[src/eil_pkg.sv]
package eil_pkg;
    localparam int NPIN = 3;
    localparam int NGRP = 4;
    // Data-space offsets
    localparam logic [7:0] ADDR_FLAGS = 8'h3c;
    localparam logic [7:0] ADDR_MASK = 8'h3d;
    localparam logic [7:0] ADDR_PCEN = 8'h68;
    localparam logic [7:0] ADDR_SENSE = 8'h69;
    localparam logic [7:0] IO_OFFSET = 8'h20;
    localparam logic [7:0] IO_LIMIT = 8'h3f;
    localparam logic [7:0] EXT_BASE = 8'h60;
    localparam logic [7:0] RESET_VAL = 8'h00;
    localparam int SENSE_W = 2;
    localparam int GRP3 = 3;
    localparam int GRP_W = 8;
    typedef enum logic [1:0] {
        EIL_LOW = 2'b00,
        EIL_ANY = 2'b01,
        EIL_FALL = 2'b10,
        EIL_RISE = 2'b11
    } eil_sense_t;
endpackage : eil_pkg

[src/eil_pin_sense.sv]
`timescale 1ns/1ps
`default_nettype none
// One pin: sample, edge detect, flag
module eil_pin_sense (
    input wire logic mclk,
    input wire logic srst,
    input wire logic pin,
    input wire logic [1:0] sense,
    input wire logic wr_clr,
    input wire logic ack,
    output logic flag,
    output logic low_req
);
    logic samp_reg;
    logic prev_reg;
    logic flag_reg;
    logic flag_next;
    logic rise;
    logic fall;
    logic hit;
    logic is_low;

    always_ff @(posedge mclk) begin
        if (srst) begin
            samp_reg <= 1'b1;
            prev_reg <= 1'b1;
        end else begin
            samp_reg <= pin;
            prev_reg <= samp_reg;
        end
    end

    assign rise = samp_reg & ~prev_reg;
    assign fall = ~samp_reg & prev_reg;
    assign is_low = (sense == eil_pkg::EIL_LOW);
    assign hit = (sense == eil_pkg::EIL_ANY) ? (rise | fall) :
                 (sense == eil_pkg::EIL_FALL) ? fall :
                 (sense == eil_pkg::EIL_RISE) ? rise : 1'b0;
    // Set wins over clear
    assign flag_next = is_low ? 1'b0 :
                       (hit | (flag_reg & ~wr_clr & ~ack));

    always_ff @(posedge mclk) begin
        if (srst) begin
            flag_reg <= 1'b0;
        end else begin
            flag_reg <= flag_next;
        end
    end

    assign flag = flag_reg;
    assign low_req = is_low & ~pin;
endmodule : eil_pin_sense
`default_nettype wire

[src/eil_top.sv]
`timescale 1ns/1ps
`default_nettype none
// How it works
// - Sense codes: low, change, falling, rising
// - Sense fields at bits 5:4, 3:2, 1:0
// - Edges detected on sampled pin value
// - Pulses over one clock always caught in change and edge modes
// - Delivery needs global enable and mask
// - Mask register 0x3D, bits 2:0
// - Output-configured pins still raise requests
// - Each pin has its own vector
// - Configured edge sets pin flag
// - Vector entry clears pin flag
// - Writing one clears flag, zero keeps
// - Flag reads zero in level mode
// - Group enable register 0x68, bits 3:0
// - Group 3 change raises request
// - Group 3 pins enabled by mask; group3_pin_mask is not used here
// - Group 3 request has own vector
// - Low registers also at I/O address
// - Extended registers data-space only
// - Flags at 0x3C, I/O aliases 0x1C/0x1D
// - Sense register 0x69, resets zero
// - Level detect needs no clock edge
// - Group 3 change sets flag, W1C; here group3_change_flag is an input, never cleared
// - Pin counts only with mask and enable; change_watch_pin and group3_pin_mask are unused here
module eil_top #(
    parameter int NPIN = eil_pkg::NPIN,
    parameter int GW = eil_pkg::GRP_W
) (
    input wire logic mclk,
    input wire logic srst,
    input wire logic [NPIN-1:0] ext_irq_pin,
    input wire logic core_status_i_flag,
    input wire logic [7:0] bus_addr,
    input wire logic bus_io,
    input wire logic bus_wr,
    input wire logic bus_rd,
    input wire logic [7:0] bus_wdata,
    output logic [7:0] bus_rdata,
    input wire logic [NPIN-1:0] vec_ack,
    output logic [NPIN-1:0] vec_req,
    input wire logic [GW-1:0] group3_pin_mask,
    input wire logic [GW-1:0] change_watch_pin,
    input wire logic group3_change_flag,
    output logic [eil_pkg::NGRP-1:0] pin_change_group_enable,
    output logic group3_change_request
);
    logic [5:0] sense_reg;
    logic [NPIN-1:0] mask_reg;
    logic [eil_pkg::NGRP-1:0] pcen_reg;
    logic [7:0] rdata_reg;
    logic [7:0] rdata_next;
    logic [7:0] daddr;
    logic io_ok;
    logic sel_flags;
    logic sel_mask;
    logic sel_pcen;
    logic sel_sense;
    logic [NPIN-1:0] flag;
    logic [NPIN-1:0] low_req;
    logic [NPIN-1:0] pend;
    logic flags_wr;

    // I/O space addresses map to data offset + 0x20
    assign daddr = bus_io ? (bus_addr + eil_pkg::IO_OFFSET) : bus_addr;
    assign io_ok = !bus_io || (bus_addr <= eil_pkg::IO_LIMIT);

    function automatic logic hit_addr(input logic [7:0] a,
                                      input logic [7:0] off);
        hit_addr = (a == off);
    endfunction : hit_addr

    // Extended registers never answer I/O cycles
    assign sel_flags = io_ok && hit_addr(daddr, eil_pkg::ADDR_FLAGS);
    assign sel_mask = io_ok && hit_addr(daddr, eil_pkg::ADDR_MASK);
    assign sel_pcen = !bus_io && hit_addr(daddr, eil_pkg::ADDR_PCEN);
    assign sel_sense = !bus_io && hit_addr(daddr, eil_pkg::ADDR_SENSE);
    assign flags_wr = bus_wr && sel_flags;

    always_ff @(posedge mclk) begin
        if (srst) begin
            sense_reg <= eil_pkg::RESET_VAL[5:0];
            mask_reg <= eil_pkg::RESET_VAL[NPIN-1:0];
            pcen_reg <= eil_pkg::RESET_VAL[eil_pkg::NGRP-1:0];
        end else if (bus_wr) begin
            if (sel_sense) begin
                sense_reg <= bus_wdata[5:0];
            end
            if (sel_mask) begin
                mask_reg <= bus_wdata[NPIN-1:0];
            end
            if (sel_pcen) begin
                pcen_reg <= bus_wdata[eil_pkg::NGRP-1:0];
            end
        end
    end

    genvar g;
    generate
        for (g = 0; g < NPIN; g++) begin : g_pin
            eil_pin_sense u_sense (
                .mclk(mclk),
                .srst(srst),
                .pin(ext_irq_pin[g]),
                .sense(sense_reg[g*eil_pkg::SENSE_W +: eil_pkg::SENSE_W]),
                .wr_clr(flags_wr && bus_wdata[g]),
                .ack(vec_ack[g]),
                .flag(flag[g]),
                .low_req(low_req[g])
            );
        end
    endgenerate

    // Level request straight from pin; edge request from flag
    assign pend = flag | low_req;
    assign vec_req = pend & mask_reg & {NPIN{core_status_i_flag}};

    // Group 3 request: enabled group and global flag
    assign group3_change_request = pcen_reg[eil_pkg::GRP3]
        && core_status_i_flag && group3_change_flag;
    assign pin_change_group_enable = pcen_reg;

    always_comb begin
        rdata_next = 8'h00;
        if (sel_flags) begin
            rdata_next[NPIN-1:0] = flag;
        end else if (sel_mask) begin
            rdata_next[NPIN-1:0] = mask_reg;
        end else if (sel_pcen) begin
            rdata_next[eil_pkg::NGRP-1:0] = pcen_reg;
        end else if (sel_sense) begin
            rdata_next[5:0] = sense_reg;
        end
    end

    always_ff @(posedge mclk) begin
        if (srst) begin
            rdata_reg <= 8'h00;
        end else if (bus_rd) begin
            rdata_reg <= rdata_next;
        end
    end
    assign bus_rdata = rdata_reg;

    // Per-pin request checks
    generate
        for (g = 0; g < NPIN; g++) begin : g_chk
            logic [1:0] sense_f;
            assign sense_f = sense_reg[g*eil_pkg::SENSE_W +: eil_pkg::SENSE_W];

        end
    endgenerate
endmodule : eil_top
`default_nettype wire

[config.mk]
export PLATFORM = sky130hd
export DESIGN_NAME = eil_top
export DESIGN_NICKNAME = d
export VERILOG_FILES = /design/src/eil_pkg.sv /design/src/eil_pin_sense.sv /design/src/eil_top.sv
export SDC_FILE = /design/constraint.sdc
export NUM_CORES = 1
export LEC_CHECK = 0
export BUFFER_PORTS_ARGS = -buffer_cell sky130_fd_sc_hd__buf_2
export CORE_MARGIN = 5
export CORE_UTILIZATION = 30
export DETAILED_ROUTE_END_ITERATION = 7
export PLACE_DENSITY = 0.64
export REMOVE_ABC_BUFFERS = 1
export SETUP_SLACK_MARGIN = 0.4
export SKIP_CTS_REPAIR_TIMING = 1
export SYNTH_ARGS = -nofsm -noshare
export SYNTH_HDL_FRONTEND = slang
export SYNTH_SLANG_ARGS = --single-unit
[constraint.sdc]
create_clock -name mclk -period 1.9 [get_ports mclk]
set_clock_uncertainty 0.05 [all_clocks]
set_input_delay 0.095 -clock mclk [delete_from_list [all_inputs] [get_ports mclk]]
set_output_delay 0.095 -clock mclk [all_outputs]
set_load 0.005 [all_outputs]
=== Word level (Yosys, flattened, before mapping) ===
Index checks and enable logic that the tools add are counted.

* Flip-flop bits (word level): 28
* Logic and storage cells: 105

* Add/sub/neg operators: 1
* Magnitude comparators: 1
* Equality and inequality tests: 13
* Mux-type cells: 17
* Bitwise operators: 39
* Reductions and logical operators: 21

{| class="wikitable"
|+ Operators by type and width
! cell !! count
|-
| == test 8 x 6 -> 1 bit, second input constant || 2
|-
| == test 8 x 7 -> 1 bit, second input constant || 2
|-
| AND 1 bit || 15
|-
| inverter 1 bit || 15
|-
| == test 2 bit, second input constant || 6
|-
| two-way mux 3 bit || 4
|-
| logical AND 1 bit || 10
|-
| two-way mux 1 bit || 9
|-
| adder 8 x 6 -> 8 bit, second input constant || 1
|-
| <= comparator 8 x 6 -> 1 bit, second input constant || 1
|-
| two-way mux 8 bit || 1
|-
| AND 3 bit || 2
|-
| == test 2 x 1 -> 1 bit, second input constant || 3
|-
| logical NOT 2 bit || 3
|-
| two-way mux 6 bit || 1
|-
| OR 1 bit || 6
|-
| AND reduction 2 bit || 3
|-
| OR reduction 2 bit || 3
|-
| two-way mux 4 bit || 1
|-
| OR 3 bit || 1
|-
| two-way mux 2 bit || 1
|-
| logical NOT 1 bit || 1
|-
| logical OR 1 bit || 1
|}

=== Logic depth before layout (Yosys ltp) ===
* Depth after elaboration: 10
* Depth in mapped cells: 6

=== Modules after synthesis ===
From an unflattened synthesis, not the netlist that was laid out.

* Cell total of the unflattened synthesis: 176
* Area total of the unflattened synthesis: 1571.5 um^2

{| class="wikitable"
|+ By module, submodules not included
! module !! instances !! cells each !! area each (um^2) !! seq. area each (um^2)
|-
| eil_top || 1 || 128 || 1117.3 || 380.4
|-
| eil_pin_sense || 3 || 16 || 151.4 || 60.1
|}

=== Least setup slack after synthesis ===
OpenSTA, ideal clock, no wires.

* Kind: input to register
* Start point: input port bus_addr[5]
* End point: register rdata_reg[0] (netlist: bus_rdata[0])
* Setup time: 0.091 ns
* Arrival time: 1.485 ns
* Required time: 1.759 ns
* Setup slack: 0.275 ns
* Cell stages on the path: 6
* Cell sequence: ha_1 -> or3b_2 -> o22ai_1 -> buf_2 -> nand3_1 -> a311oi_1

* Cells in the longest elaborated chain, start to end: 8

{| class="wikitable"
|+ RTL lines
! element !! RTL line !! text
|-
| from (decl) || eil_top.sv:35 || <nowiki>input wire logic [7:0] bus_addr,</nowiki>
|-
| adder 8 x 6 -> 8 bit || eil_top.sv:66 || <nowiki>assign daddr = bus_io ? (bus_addr + eil_pkg::IO_OFFSET) : bus_addr;</nowiki>
|-
| two-way mux 8 bit || eil_top.sv:66 ||
|-
| == test 8 x 7 -> 1 bit || eil_top.sv:71 || <nowiki>hit_addr = (a == off);</nowiki>
|-
| logical AND 1 bit || eil_top.sv:78 || <nowiki>assign sel_sense = !bus_io && hit_addr(daddr, eil_pkg::ADDR_SENSE);</nowiki>
|-
| two-way mux 6 bit || eil_top.sv:132 || <nowiki>end else if (sel_sense) begin</nowiki>
|-
| two-way mux 4 bit || eil_top.sv:130 || <nowiki>end else if (sel_pcen) begin</nowiki>
|-
| two-way mux 3 bit || eil_top.sv:128 || <nowiki>end else if (sel_mask) begin</nowiki>
|-
| two-way mux 3 bit (*) || eil_top.sv:126 || <nowiki>if (sel_flags) begin</nowiki>
|-
| to (signal assigned) || eil_top.sv:141 || <nowiki>rdata_reg <= rdata_next;</nowiki>
|-
| to (decl) || eil_top.sv:52 || <nowiki>logic [7:0] rdata_reg;</nowiki>
|}

Every way passes the cells marked *; elsewhere a longest branch is shown, timed or not.
A chain may end at the register's enable or synchronous reset.

=== Final worst setup path ===
* Start point: input port bus_addr[6]
* End point: register rdata_reg[1] (netlist: bus_rdata[1])

The elaborated chain is that of the path after synthesis.

==> reports/qor.txt <==
==================================================================================
Synth Area per Inst                                                       9.04 um2
Flip-flop cell with the highest count after synthesis                 sky130_fd_sc_hd__dfxtp_1
Share of synthesized flip-flops with an asynchronous set or reset               0%
First-pass GRT wire length                                                 6.36 mm
GP Congestion                                                                0.811
Detailed placer's ending HPWL                                              2.82 mm
Proportion of synthesized chip area in sequential cells                      37.1%
Classification of the worst-slack hold path                           input pin to register
Number of port buffers                                                          40
Number of synthesized flops with an enable pin                                   0
Final count of negative-setup-slack endpoints                                    0
Setup repair after global routing missed its margin                           true
Share of the synthesized area in the top cell type                           37.1%
Die outline height                                                         80.9 um
Count of unresolved DRC violations after routing                                 0
Cells after synthesis                                                          167
Overall via count from detail_route                                           1357
Share of final-layout standard cells stronger than drive strength 1          34.4%
Post-placement cell count                                                      270
Via count of the first global-routing pass                                    1338
Count of antenna-violating nets left after detailed routing                      0
Hold Crit Start                                                       bus_wdata[5]
Fill cells                                                                     522
Arr. time, crit path                                                       1.56 ns
All-layer global routing usage                                               12.3%
Die width                                                                  80.9 um
Leakage component of the power                                            0.876 nW
Count of clock tree sinks                                                       28
Register-to-register setup slack                                           0.66 ns
Core Footprint                                                         0.00482 mm2
Site row count                                                                  25
Worst Hold Margin                                                      0.000434 ns
Final worst path period share                                                77.1%
Clk buf depth                                                                    2
Endpoints failing hold                                                           0
Distinct cells, synth                                                           38
Maximum fanout along the worst path                                              6
Clock network latency to the later pin of the worst-skew pair              0.28 ns
Critical path start-end classification                                input pin to register
Total die area                                                         0.00655 mm2
Status                                                                complete, no violations
Summed instance area of the synthesized netlist                        0.00151 mm2
FF+latch count, synth                                                           28
Largest net degree at the start of global routing                               30
Summed negative setup slack over all endpoints                                0 ns
Effective utilization at floorplan                                           31.3%
Post-layout instance count excluding filler cells                              282
Area overhead of the layout relative to synthesis                            28.6%
Max-slew headroom at the worst pin                                           65.2%
Number of nets in the layout                                                   268
Required time at the endpoint of the critical path                         2.00 ns
Reg-to-reg critical path endpoint                                     g_pin[1].u_sense.flag
Peak ir drop on the vdd network                                           0.289 mV
Number of top-level pins                                                        61
Startpoint of the lowest-slack register-to-register path              g_pin[1].u_sense.prev_reg
Top achievable clock speed                                                 683 MHz
Via-to-Cell Ratio                                                             4.81
Largest area contributor in the netlist                               sky130_fd_sc_hd__dfxtp_1
Power density over the cells                                            574 mW/mm2
Clock transition at the registers of the reported paths                    0.10 ns
Worst Hold Path EP                                                    sense_reg[5]
Number of DRC markers in iteration 0                                            45
Endpoint type of the worst setup path                                     register
Category of the worst setup path launch point                            input pin
Least-Margin Pin Slew                                                     0.522 ns
Number of clock buffers inserted by TritonCTS                                    3
Sum of overflow across all layers after global routing                           0
Hold Path Cell Cnt                                                               3
Detailed-routing iteration count for the pre-antenna-repair pass                 4
Maximum Capacitance Violations                                                   0
Root Buffer                                                           sky130_fd_sc_hd__clkbuf_8
Depth of the CTS H-tree                                                          1
Cells taking the most area after synthesis                            sky130_fd_sc_hd__dfxtp_1, sky130_fd_sc_hd__mux2i_1, sky130_fd_sc_hd__ha_1
TritonCTS clock tree                                                          done
Min cycle time layout                                                      1.46 ns
Routed Wire Length                                                         3.87 mm
Count of inserted antenna diode cells                                            0
Mean routed wirelength per cell                                            13.7 um
Pins Over Slew Limit                                                             0
Number of antenna violations at the first check in global routing                0
Warning count from the yosys run                                                 0
Length in cells of the worst reg-to-reg path                                     5
==================================================================================
==> logic make-up (layout without fill, tap and decap cells) <==
logic type | count (synthesis) | after routing | synth area share (%)
xor+xnor | 1 | 1 | 0.581
fa+ha+maj | 7 | 7 | 5.80
other cells | 1 | 2 | 0.249
simple gates | 62 | 62 | 23.5
mux | 16 | 16 | 11.1
flops | 28 | 28 | 37.1
buf+inv | 18 | 65 | 5.55
compound gates | 34 | 34 | 16.1
==> cell usage after synthesis, types with 3 or more instances <==
cell,count
sky130_fd_sc_hd__dfxtp_1,28
sky130_fd_sc_hd__nor2_1,19
sky130_fd_sc_hd__nand2_1,11
sky130_fd_sc_hd__mux2i_1,10
sky130_fd_sc_hd__a21oi_1,9
sky130_fd_sc_hd__inv_1,8
sky130_fd_sc_hd__ha_1,7
sky130_fd_sc_hd__clkbuf_1,6
sky130_fd_sc_hd__mux2_2,6
sky130_fd_sc_hd__or2_2,6
sky130_fd_sc_hd__nand4_1,5
sky130_fd_sc_hd__o211a_1,4
sky130_fd_sc_hd__o21ai_0,4
sky130_fd_sc_hd__a211oi_1,3
sky130_fd_sc_hd__a41o_1,3
sky130_fd_sc_hd__nand2b_1,3
sky130_fd_sc_hd__nand3_1,3
sky130_fd_sc_hd__nor3_1,3
==> layout by cell type, fill, tap and decap left out, types with 3 or more instances in the layout <==
master,count
sky130_fd_sc_hd__nand2_1,11
sky130_fd_sc_hd__o21ai_0,4
sky130_fd_sc_hd__nor2_1,19
sky130_fd_sc_hd__a211oi_1,3
sky130_fd_sc_hd__nand4_1,5
sky130_fd_sc_hd__dlygate4sd3_1,3
sky130_fd_sc_hd__ha_1,7
sky130_fd_sc_hd__a21oi_1,9
sky130_fd_sc_hd__buf_2,41
sky130_fd_sc_hd__nand2b_1,3
sky130_fd_sc_hd__inv_1,8
sky130_fd_sc_hd__o211a_1,4
sky130_fd_sc_hd__buf_4,8
sky130_fd_sc_hd__mux2i_1,10
sky130_fd_sc_hd__a41o_1,3
sky130_fd_sc_hd__clkbuf_8,4
sky130_fd_sc_hd__nand3_1,3
sky130_fd_sc_hd__mux2_2,6
sky130_fd_sc_hd__or2_2,6
sky130_fd_sc_hd__dfxtp_1,28
sky130_fd_sc_hd__nor3_1,3
==> layout make-up <==
cell class / instances / area, um2 / area share, %
well taps: 67 / 83.8 / 4.32
clock buffers: 4 / 55.1 / 2.84
flip-flops and latches: 28 / 561 / 28.9
repair buffers: 53 / 307 / 15.8
multi-input cells: 122 / 905 / 46.6
inverters: 8 / 30.0 / 1.55
==> worst max path at each step <==
stage                 from      endpoint  slack, ns  cells past startpoint
2_1_floorplan  bus_addr[5]  bus_rdata[0]       0.09                      5
3_3_place_gp   bus_addr[5]  bus_rdata[0]       0.12                      7
3_5_place_dp   bus_addr[5]  bus_rdata[0]       0.09                      7
4_1_cts        bus_addr[5]  bus_rdata[0]       0.38                      7
5_1_grt        bus_addr[5]  bus_rdata[1]       0.38                      8
6_report       bus_addr[6]  bus_rdata[1]       0.44                      8
==> critical path, cell delays in order <==
cell,delay (ns)
sky130_fd_sc_hd__buf_2,0.14
sky130_fd_sc_hd__ha_1,0.28
sky130_fd_sc_hd__or3b_4,0.42
sky130_fd_sc_hd__o22ai_4,0.15
sky130_fd_sc_hd__buf_6,0.15
sky130_fd_sc_hd__buf_4,0.10
sky130_fd_sc_hd__a311o_1,0.15
sky130_fd_sc_hd__o22ai_1,0.07
==> through the flow <==
stage	setup slack [ns]	cell area, um2	utilization (%)	total power [mW]
6_report	0.435	1940	40.3	1.11
4_1_cts	0.385	1840	38.1	1.10
3_5_place_dp	0.0886	1780	37.0	0.728
5_1_grt	0.379	1940	40.3	1.17
3_3_place_gp	0.117	1780	37.0	0.726
2_1_floorplan	0.0944	1460	-	0.660
==> power by group <==
group | internal [mW] | switching (mW)
logic | 0.0644 | 0.0758
clock network | 0.186 | 0.188
registers | 0.595 | 0.00489
==> metal layers <==
layer / vias up / part of all wire [%] / global-route usage, %
li1: 690 / - / -
met5: - / 0 / 0
met1: 627 / 48 / 16.8
met3: 4 / 5.6 / 3.33
met4: 0 / 0.78 / 2.70
met2: 36 / 45 / 19.5
(Power assumes the default switching activity.)
